[config.mk]
export PLATFORM = sky130hd
export DESIGN_NAME = cid_core
export DESIGN_NICKNAME = d
export VERILOG_FILES = /design/src/include/cid_pkg.sv /design/src/include/cid_dec_if.sv /design/src/verilog/cid_decoder.sv /design/src/verilog/cid_core.sv
export SDC_FILE = /design/constraint.sdc
export NUM_CORES = 1
export LEC_CHECK = 0
export ABC_AREA = 1
export BUFFER_PORTS_ARGS = -buffer_cell sky130_fd_sc_hd__buf_4
export CORE_MARGIN = 8
export CORE_UTILIZATION = 54
export CTS_CLUSTER_DIAMETER = 50
export CTS_CLUSTER_SIZE = 8
export DETAILED_ROUTE_END_ITERATION = 8
export MAX_ROUTING_LAYER = met4
export PLACE_DENSITY_LB_ADDON = 0.25
export SETUP_SLACK_MARGIN = 0.4
export SYNTH_ARGS = -nofsm -noshare
export SYNTH_HDL_FRONTEND = slang
export SYNTH_SLANG_ARGS = --single-unit
[constraint.sdc]
create_clock -name clk_sys_i -period 3.95 [get_ports clk_sys_i]
set_input_delay 0.1975 -clock clk_sys_i [delete_from_list [all_inputs] [get_ports clk_sys_i]]
set_output_delay 0.1975 -clock clk_sys_i [all_outputs]
set_load 0.01 [all_outputs]
[src/include/cid_pkg.sv]
// Constants, opcode groups and types shared by the instruction decoder core.
package cid_pkg;
   localparam int unsigned CLK_PERIOD_NS = 5;
   localparam int unsigned ICYC_CLKS     = 4;
   localparam int unsigned MIN_ICYC      = 1;
   localparam int unsigned MAX_ICYC      = 5;

   localparam logic [3:0] GRP_INC  = 4'h0;
   localparam logic [3:0] GRP_DEC  = 4'h1;
   localparam logic [3:0] GRP_ADD  = 4'h2;
   localparam logic [3:0] GRP_ADD_WITH_CARRY = 4'h3;
   localparam logic [3:0] GRP_OR   = 4'h4;
   localparam logic [3:0] GRP_AND  = 4'h5;
   localparam logic [3:0] GRP_XOR  = 4'h6;
   localparam logic [3:0] GRP_SUBTRACT_WITH_BORROW = 4'h9;

   localparam logic [3:0] LO_DIR_ACC = 4'h2;
   localparam logic [3:0] LO_DIR_IMM = 4'h3;
   localparam logic [3:0] LO_IMM     = 4'h4;
   localparam logic [3:0] LO_DIR     = 4'h5;
   localparam logic [2:0] LO_IND     = 3'h3;
   localparam logic [7:0] OPC_INC_DP = 8'ha3;
   localparam logic [7:0] OPC_AND_DI = 8'h53;
   localparam logic [7:0] OPC_OR_DI  = 8'h43;

   localparam logic [1:0] LEN_1 = 2'h1;
   localparam logic [1:0] LEN_2 = 2'h2;
   localparam logic [1:0] LEN_3 = 2'h3;
   localparam logic [2:0] CYC_1 = 3'h1;
   localparam logic [2:0] CYC_2 = 3'h2;
   localparam logic [2:0] CYC_3 = 3'h3;

   localparam logic [15:0] PC_RST   = 16'h0000;
   localparam logic [15:0] DATA_POINTER_PAIR_RST = 16'h0000;
   localparam logic [7:0]  ACC_RST  = 8'h00;

   typedef enum logic [3:0] {
      OP_NOP   = 4'h0,
      OP_ADD   = 4'h1,
      OP_ADD_WITH_CARRY  = 4'h2,
      OP_SUBTRACT_WITH_BORROW  = 4'h3,
      OP_INC   = 4'h4,
      OP_DEC   = 4'h5,
      OP_AND   = 4'h6,
      OP_OR    = 4'h7,
      OP_XOR   = 4'h8,
      OP_INCDP = 4'h9
   } cid_op_t;

   typedef enum logic [2:0] {
      SRC_NONE = 3'h0,
      SRC_REG  = 3'h1,
      SRC_DIR  = 3'h2,
      SRC_IND  = 3'h3,
      SRC_IMM  = 3'h4,
      SRC_ACC  = 3'h5
   } cid_src_t;

   typedef enum logic [1:0] {
      PH_FETCH = 2'b00,
      PH_CAPT  = 2'b01,
      PH_ADDR  = 2'b10,
      PH_EXEC  = 2'b11
   } cid_phase_t;
endpackage

[src/include/cid_dec_if.sv]
// Opcode in, decoded operation and length out, between core and decoder.
interface cid_dec_if;
   logic [7:0]        opcode;
   cid_pkg::cid_op_t  op;
   cid_pkg::cid_src_t src;
   logic              to_mem;
   logic              imm2;
   logic [1:0]        nbytes;
   logic [2:0]        ncyc;
   logic [2:0]        rsel;

   modport dec  (input opcode, output op, src, to_mem, imm2, nbytes, ncyc,
                 rsel);
   modport core (output opcode, input op, src, to_mem, imm2, nbytes, ncyc,
                 rsel);
endinterface

[src/verilog/cid_decoder.sv]
// Combinational opcode decoder: operation, operand kind, length and cycles.
module cid_decoder (
   cid_dec_if.dec d
);
   logic [3:0] hi;
   logic [3:0] lo;
   logic       incdec;

   assign hi = d.opcode[7:4];
   assign lo = d.opcode[3:0];
   assign incdec = (hi == cid_pkg::GRP_INC) || (hi == cid_pkg::GRP_DEC);

   always_comb begin
      d.op     = cid_pkg::OP_NOP;
      d.src    = cid_pkg::SRC_NONE;
      d.to_mem = incdec;
      d.imm2   = 1'b0;
      d.nbytes = cid_pkg::LEN_1;
      d.ncyc   = cid_pkg::CYC_1;
      d.rsel   = d.opcode[2:0];
      unique case (hi)
         cid_pkg::GRP_ADD:  d.op = cid_pkg::OP_ADD;
         cid_pkg::GRP_ADD_WITH_CARRY: d.op = cid_pkg::OP_ADD_WITH_CARRY;
         cid_pkg::GRP_SUBTRACT_WITH_BORROW: d.op = cid_pkg::OP_SUBTRACT_WITH_BORROW;
         cid_pkg::GRP_INC:  d.op = cid_pkg::OP_INC;
         cid_pkg::GRP_DEC:  d.op = cid_pkg::OP_DEC;
         cid_pkg::GRP_AND:  d.op = cid_pkg::OP_AND;
         cid_pkg::GRP_OR:   d.op = cid_pkg::OP_OR;
         cid_pkg::GRP_XOR:  d.op = cid_pkg::OP_XOR;
         default:           d.op = cid_pkg::OP_NOP;
      endcase
      if (d.opcode == cid_pkg::OPC_INC_DP) begin
         d.op   = cid_pkg::OP_INCDP;
         d.ncyc = cid_pkg::CYC_3;
      end else if (d.op == cid_pkg::OP_NOP) begin
         d.to_mem = 1'b0;
      end else if (lo[3]) begin
         d.src = cid_pkg::SRC_REG;
      end else if (lo[3:1] == cid_pkg::LO_IND) begin
         d.src = cid_pkg::SRC_IND;
      end else if (lo == cid_pkg::LO_IMM) begin
         if (incdec) begin
            d.src = cid_pkg::SRC_ACC;
         end else begin
            d.src    = cid_pkg::SRC_IMM;
            d.nbytes = cid_pkg::LEN_2;
            d.ncyc   = cid_pkg::CYC_2;
         end
      end else if (lo == cid_pkg::LO_DIR) begin
         d.src    = cid_pkg::SRC_DIR;
         d.nbytes = cid_pkg::LEN_2;
         d.ncyc   = cid_pkg::CYC_2;
      end else if ((lo == cid_pkg::LO_DIR_ACC || lo == cid_pkg::LO_DIR_IMM)
                   && (d.op == cid_pkg::OP_AND || d.op == cid_pkg::OP_OR))
      begin
         d.src    = cid_pkg::SRC_DIR;
         d.to_mem = 1'b1;
         d.nbytes = cid_pkg::LEN_2;
         d.ncyc   = cid_pkg::CYC_2;
         if (lo == cid_pkg::LO_DIR_IMM) begin
            d.imm2   = 1'b1;
            d.nbytes = cid_pkg::LEN_3;
            d.ncyc   = cid_pkg::CYC_3;
         end
      end else begin
         d.op     = cid_pkg::OP_NOP;
         d.to_mem = 1'b0;
      end
   end
endmodule

[src/verilog/cid_core.sv]
// Four-clock instruction sequencer with fetch, operand access and execute.
module cid_core (
   // Clock and reset.
   input  wire logic        clk_sys_i,
   input  wire logic        arst_n_i,
   // Program memory.
   output logic [15:0]      pmem_addr_o,
   output logic             pmem_rd_o,
   input  wire logic [7:0]  pmem_data_i,
   // Data memory.
   output logic [7:0]       dmem_addr_o,
   output logic             dmem_rd_o,
   output logic             dmem_wr_o,
   output logic [7:0]       dmem_wdata_o,
   input  wire logic [7:0]  dmem_rdata_i,
   // Core state and operand targets.
   output logic [7:0]       acc_o,
   output logic             carry_o,
   output logic [15:0]      data_pointer_pair_o,
   output logic             instr_done_o,
   output logic [15:0]      rel_target_o,
   output logic [15:0]      abs_target_o,
   output logic [15:0]      long_target_o
);
   typedef struct packed {
      cid_pkg::cid_phase_t ph;
      logic [2:0]          icyc;
      logic [15:0]         pc;
      logic [7:0]          acc;
      logic                cy;
      logic [15:0]         data_pointer_pair;
      logic [7:0][7:0]     regs;
      logic [2:0][7:0]     ib;
      logic                pmem_rd;
      logic [7:0]          dmem_addr;
      logic                dmem_rd;
      logic                dmem_wr;
      logic [7:0]          dmem_wdata;
      logic                done;
      logic [15:0]         rel_tgt;
      logic [15:0]         abs_tgt;
      logic [15:0]         long_tgt;
   } cid_state_t;

   cid_state_t s_q;
   cid_state_t s_d;
   cid_dec_if  dec ();
   logic [7:0] opnd;
   logic [7:0] other;
   logic [8:0] sum;
   logic       last;

   cid_decoder u_dec (
      .d (dec.dec)
   );

   assign dec.opcode = s_q.ib[0];
   assign last = (s_q.icyc == 3'(dec.ncyc - 3'h1));

   always_comb begin
      unique case (dec.src)
         cid_pkg::SRC_REG: opnd = s_q.regs[dec.rsel];
         cid_pkg::SRC_IMM: opnd = s_q.ib[1];
         cid_pkg::SRC_ACC: opnd = s_q.acc;
         default:          opnd = dmem_rdata_i;
      endcase
      other = dec.imm2 ? s_q.ib[2] : s_q.acc;
      unique case (dec.op)
         cid_pkg::OP_ADD:  sum = {1'b0, other} + {1'b0, opnd};
         cid_pkg::OP_ADD_WITH_CARRY: sum = {1'b0, other} + {1'b0, opnd}
                                 + {8'h00, s_q.cy};
         cid_pkg::OP_SUBTRACT_WITH_BORROW: sum = {1'b0, other} - {1'b0, opnd}
                                 - {8'h00, s_q.cy};
         cid_pkg::OP_INC:  sum = {1'b0, 8'(opnd + 8'h01)};
         cid_pkg::OP_DEC:  sum = {1'b0, 8'(opnd - 8'h01)};
         cid_pkg::OP_AND:  sum = {1'b0, other & opnd};
         cid_pkg::OP_OR:   sum = {1'b0, other | opnd};
         cid_pkg::OP_XOR:  sum = {1'b0, other ^ opnd};
         default:          sum = {1'b0, s_q.acc};
      endcase
   end

   always_comb begin
      s_d         = s_q;
      s_d.done    = 1'b0;
      s_d.dmem_wr = 1'b0;
      s_d.ph      = cid_pkg::cid_phase_t'(2'(s_q.ph + 2'h1));
      unique case (s_q.ph)
         cid_pkg::PH_FETCH: begin
            // Opcode in cycle zero, then one operand byte per cycle.
            if (s_q.icyc == 3'h0 || s_q.icyc < {1'b0, dec.nbytes}) begin
               s_d.pmem_rd = 1'b1;
            end
         end
         cid_pkg::PH_CAPT: begin
            if (s_q.pmem_rd) begin
               s_d.ib[s_q.icyc[1:0]] = pmem_data_i;
               s_d.pc      = 16'(s_q.pc + 16'h0001);
               s_d.pmem_rd = 1'b0;
            end
         end
         cid_pkg::PH_ADDR: begin
            if (last && (dec.src == cid_pkg::SRC_DIR
                         || dec.src == cid_pkg::SRC_IND)) begin
               s_d.dmem_rd   = 1'b1;
               s_d.dmem_addr = (dec.src == cid_pkg::SRC_IND)
                               ? s_q.regs[{2'b00, dec.rsel[0]}]
                               : s_q.ib[1];
            end
         end
         cid_pkg::PH_EXEC: begin
            s_d.dmem_rd = 1'b0;
            s_d.icyc    = 3'(s_q.icyc + 3'h1);
            if (last) begin
               s_d.icyc = 3'h0;
               s_d.done = 1'b1;
               if (dec.op == cid_pkg::OP_INCDP) begin
                  s_d.data_pointer_pair = 16'(s_q.data_pointer_pair + 16'h0001);
               end else if (dec.op != cid_pkg::OP_NOP) begin
                  if (dec.op == cid_pkg::OP_ADD || dec.op == cid_pkg::OP_ADD_WITH_CARRY
                      || dec.op == cid_pkg::OP_SUBTRACT_WITH_BORROW) begin
                     s_d.cy = sum[8];
                  end
                  if (!dec.to_mem || dec.src == cid_pkg::SRC_ACC) begin
                     s_d.acc = sum[7:0];
                  end else if (dec.src == cid_pkg::SRC_REG) begin
                     s_d.regs[dec.rsel] = sum[7:0];
                  end else begin
                     s_d.dmem_wr    = 1'b1;
                     s_d.dmem_wdata = sum[7:0];
                  end
               end
               s_d.rel_tgt  = 16'(s_q.pc + {{8{s_q.ib[1][7]}}, s_q.ib[1]});
               s_d.abs_tgt  = {s_q.pc[15:11], s_q.ib[0][7:5], s_q.ib[1]};
               s_d.long_tgt = {s_q.ib[1], s_q.ib[2]};
            end
         end
      endcase
   end

   always_ff @(posedge clk_sys_i or negedge arst_n_i) begin
      if (!arst_n_i) begin
         s_q      <= '0;
         s_q.ph   <= cid_pkg::PH_FETCH;
         s_q.pc   <= cid_pkg::PC_RST;
         s_q.acc  <= cid_pkg::ACC_RST;
         s_q.data_pointer_pair <= cid_pkg::DATA_POINTER_PAIR_RST;
      end else begin
         s_q <= s_d;
      end
   end

   assign pmem_addr_o   = s_q.pc;
   assign pmem_rd_o     = s_q.pmem_rd;
   assign dmem_addr_o   = s_q.dmem_addr;
   assign dmem_rd_o     = s_q.dmem_rd;
   assign dmem_wr_o     = s_q.dmem_wr;
   assign dmem_wdata_o  = s_q.dmem_wdata;
   assign acc_o         = s_q.acc;
   assign carry_o       = s_q.cy;
   assign data_pointer_pair_o        = s_q.data_pointer_pair;
   assign instr_done_o  = s_q.done;
   assign rel_target_o  = s_q.rel_tgt;
   assign abs_target_o  = s_q.abs_tgt;
   assign long_target_o = s_q.long_tgt;

   // Clocks since the previous completion and start address of the current one.
   // The count resets to all ones so the first clock after release is zero,
   // just as the clock after a completion is.
   logic [4:0]  clk_cnt_q;
   logic [15:0] pc_start_q;
   always_ff @(posedge clk_sys_i or negedge arst_n_i) begin
      if (!arst_n_i) begin
         clk_cnt_q  <= 5'h1f;
         pc_start_q <= cid_pkg::PC_RST;
      end else if (s_q.done) begin
         clk_cnt_q  <= 5'h00;
         pc_start_q <= s_q.pc;
      end else begin
         clk_cnt_q  <= 5'(clk_cnt_q + 5'h01);
      end
   end
endmodule

==> out/qor.txt <==
======================================================================================================
Ports placed on the boundary                                                                       127
Part of the cycle the worst path needs                                                            113%
Number of antenna violations at the first check in global routing                                    0
Post-synthesis register bit count                                                                  194
Global-route congestion overflow total                                                               0
Overall via count from detail_route                                                              11813
Final hold violations                                                                                0
FP Rows                                                                                             55
H-tree levels                                                                                        4
Remaining routing DRC violations                                                                     0
Critical path arrival                                                                          4780 ps
Result of the run                                                                         finished, violations left
Drt initial violations                                                                            1248
Remaining antenna violation count                                                                    0
Mean instance size in the synthesized netlist                                               7.87 sq um
Netlist Area Pre-Place                                                                    0.0122 sq mm
Portion of the post-synthesis area used by sequential elements                                   39.7%
Detail-routed net length per standard cell                                                     19.3 um
1st-pass router iterations                                                                           8
Headroom to the max-slew limit                                                                   54.2%
Synth warn                                                                                           0
Number of enable flip-flop cells after synthesis                                                     0
Die ar.                                                                                   0.0277 sq mm
Unique masters post-synth                                                                           56
Nets in the synthesized netlist                                                                   1644
Placeable core area                                                                       0.0224 sq mm
GRT Util Overall                                                                                 29.1%
Area growth from synthesis to layout                                                             36.0%
Flip-flop cell with the highest count after synthesis                                     sky130_fd_sc_hd__dfrtp_1
Fillers                                                                                           1594
Worst Clk Skew                                                                                 13.7 ps
Achievable clock frequency                                                                     224 MHz
Number of sinks handled by clock tree synthesis                                                    194
Maximum count of clock buffers along a single path                                                   2
Clock transition at the register clock pins on the worst setup and hold paths after CTS          80 ps
Worst path setup slack after routing                                                           -521 ps
Max Slew Vio Count                                                                                   0
Port buffer count                                                                                  126
Unrepaired setup endpoints after global routing                                                   true
Initial cell density of the core                                                                 54.5%
Detailed placement HPWL                                                                       27400 um
Pin count of the biggest net entering global routing                                                93
Required @ worst endpoint                                                                      4260 ps
Synthesized instance count                                                                        1553
Clock tree from TritonCTS                                                                          yes
Share of flip-flops with an asynchronous set or reset                                             100%
Cell with the largest stage delay on the worst path                                       sky130_fd_sc_hd__dfrtp_2
Path category of the worst min-delay check                                                input port to flip-flop
Capturing element type of the critical path                                                  flip-flop
Time the final worst path needs with I/O delays and setup                                      4470 ps
Ratio of routed vias to standard cells                                                            5.59
Number of buffers inserted during clock tree synthesis                                              17
Type of the worst setup path                                                              flip-flop to flip-flop
Number of global-route vias before repair                                                        11595
Final setup violation count                                                                         77
Worst-path maximum fanout                                                                            5
Failing checks                                                                            negative setup slack
Global-route wire length before repair                                                        62600 um
Max cap viols                                                                                        0
Setup WS pre-CTS                                                                               -508 ps
Crit path largest cell delay                                                                    460 ps
Flop-to-flop setup slack                                                                       -520 ps
Ratio of cells with drive above 1 in the final layout                                            36.8%
Total wire length after detailed routing                                                      40800 um
Slew of the pin with the lowest slew margin                                                     685 ps
Buffer type at the clock tree root                                                        sky130_fd_sc_hd__clkbuf_16
Chip width                                                                                      166 um
Startpoint Class                                                                             flip-flop
Worst-skew pair later-pin latency                                                               450 ps
Die span in y                                                                                   166 um
Nets                                                                                              1908
Placer congestion estimate                                                                       0.962
Ant diodes                                                                                           0
======================================================================================================
[cells by family after synthesis]
| group | share of synthesized area, % |
|---|---|
| adders and majority gates | 7.78 |
| and+or+nand+nor | 24.4 |
| xor gates and xnor gates | 3.30 |
| buffers and inverters | 13.0 |
| DFF | 39.7 |
| muxes | 0.256 |
| AOI/OAI and AO/OA | 11.5 |
[placed cells by master, fill, tap and decap left out, types with 18 or more instances in the layout]
master,count
sky130_fd_sc_hd__nor2_4,30
sky130_fd_sc_hd__inv_1,155
sky130_fd_sc_hd__a21oi_1,39
sky130_fd_sc_hd__o21ai_1,18
sky130_fd_sc_hd__o21ai_0,101
sky130_fd_sc_hd__dfrtp_1,192
sky130_fd_sc_hd__nor2_1,69
sky130_fd_sc_hd__buf_6,32
sky130_fd_sc_hd__nand2_4,20
sky130_fd_sc_hd__buf_4,323
sky130_fd_sc_hd__nand2_1,365
sky130_fd_sc_hd__nand2_2,55
sky130_fd_sc_hd__nand3_1,36
sky130_fd_sc_hd__clkbuf_16,20
sky130_fd_sc_hd__ha_1,57
sky130_fd_sc_hd__inv_2,24
sky130_fd_sc_hd__nand3_2,29
sky130_fd_sc_hd__xor2_1,27
[final timing paths]
check                                                           end                                start  cells past startpoint
worst max-delay path                           acc_o[6]$_DFFE_PN0P_            dec.opcode[5]$_DFFE_PN0P_                     30
worst min-delay path                            s_q[90]$_DFFE_PN0P_                       pmem_data_i[6]                      3
worst max register to register                 acc_o[6]$_DFFE_PN0P_            dec.opcode[5]$_DFFE_PN0P_                     30
worst min register to register  data_pointer_pair_o[15]$_DFFE_PN0P_  data_pointer_pair_o[15]$_DFFE_PN0P_                      1
max in group asynchronous                      acc_o[2]$_DFFE_PN0P_                             arst_n_i                      3
min in group asynchronous              rel_target_o[15]$_DFFE_PN0P_                             arst_n_i                      2
[metrics by stage]
stage	instances	instance area, sq um	utilization (%)	hold WS, ps	setup TNS, ps
floorplan	1553	12400	-	-98.1	0
global placement	2000	14200	63.1	201	-17820
detailed placement	2000	14200	63.1	208	-22250
CTS	2088	15900	70.8	78.5	-14580
global route	2115	16600	74.1	105	-36950
finish	2115	16600	74.1	80.6	-25490
[area by class of cell]
class	instances	area [sq um]	area share (%)
multi-input combinational	1044	6930	41.7
clock buffer	18	439	2.64
clock inverter	14	209	1.26
tap	285	357	2.14
timing repair buffer	370	3090	18.6
sequential	194	4860	29.2
inverter	190	743	4.47
[critical path: cells and delay by family, from the launching register on]
kind                       cells  cell delay [ps]
xor gates and xnor gates       1              190
and+or+nand+nor               11             1060
AOI/OAI and AO/OA              5              670
DFF                            1              460
buffers and inverters         10             1150
adders and majority gates      3              800
[routing by layer]
layer | up-vias | part of all wire, % | GRT usage (%)
li1 | 5452 | - | -
met5 | - | 0 | -
met3 | 156 | 7.0 | 4.99
met1 | 5650 | 40 | 35.2
met4 | 0 | 4.8 | 12.8
met2 | 555 | 49 | 47.6
[registers in the layout, indices dropped and copies added, names as in the netlist, 8 cells and up]
| signal | cells |
|---|---|
| s_q | 85 |
| dmem_wdata_o | 8 |
| pmem_addr_o | 16 |
| long_target_o | 8 |
| abs_target_o | 16 |
| rel_target_o | 16 |
| data_pointer_pair_o | 16 |
| acc_o | 8 |
| dec.opcode | 8 |
| dmem_addr_o | 8 |
[synth_stat cells (all sizes together), types with 2 or more instances]
cell type	number	area (sq um)
nand2	441	1680
dfrtp	194	4850
inv	190	713
o21ai	131	656
buf	109	810
nor2	107	494
nand3	79	440
ha	68	851
a21oi	45	225
xor2	29	254
o22ai	18	119
clkbuf	17	63.8
nand4	17	119
xnor2	17	149
nor3	13	98.9
or2	13	83.8
o211ai	10	95.1
a221oi	6	58.8
o221ai	6	52.6
a211oi	5	37.5
fa	5	100
o2111ai	4	35.0
nand3b	3	22.5
nor4	3	18.8
o21a	3	22.5
o31ai	3	27.5
a21o	2	15.0
a31oi	2	12.5
mux2i	2	20.0
nor3b	2	15.0
[timing repair]
item	in CTS	in global routing
hold endpoints to repair	59	0
setup endpoints to repair	87	101
buffers inserted	51	26
hold buffers	1	0
resized for setup	154	141
pin swaps	83	91
gates cloned	4	1
Power is left out: the tool's default activity adds up to more than one toggle a clock period on the data nets, which glitch-free logic cannot reach.
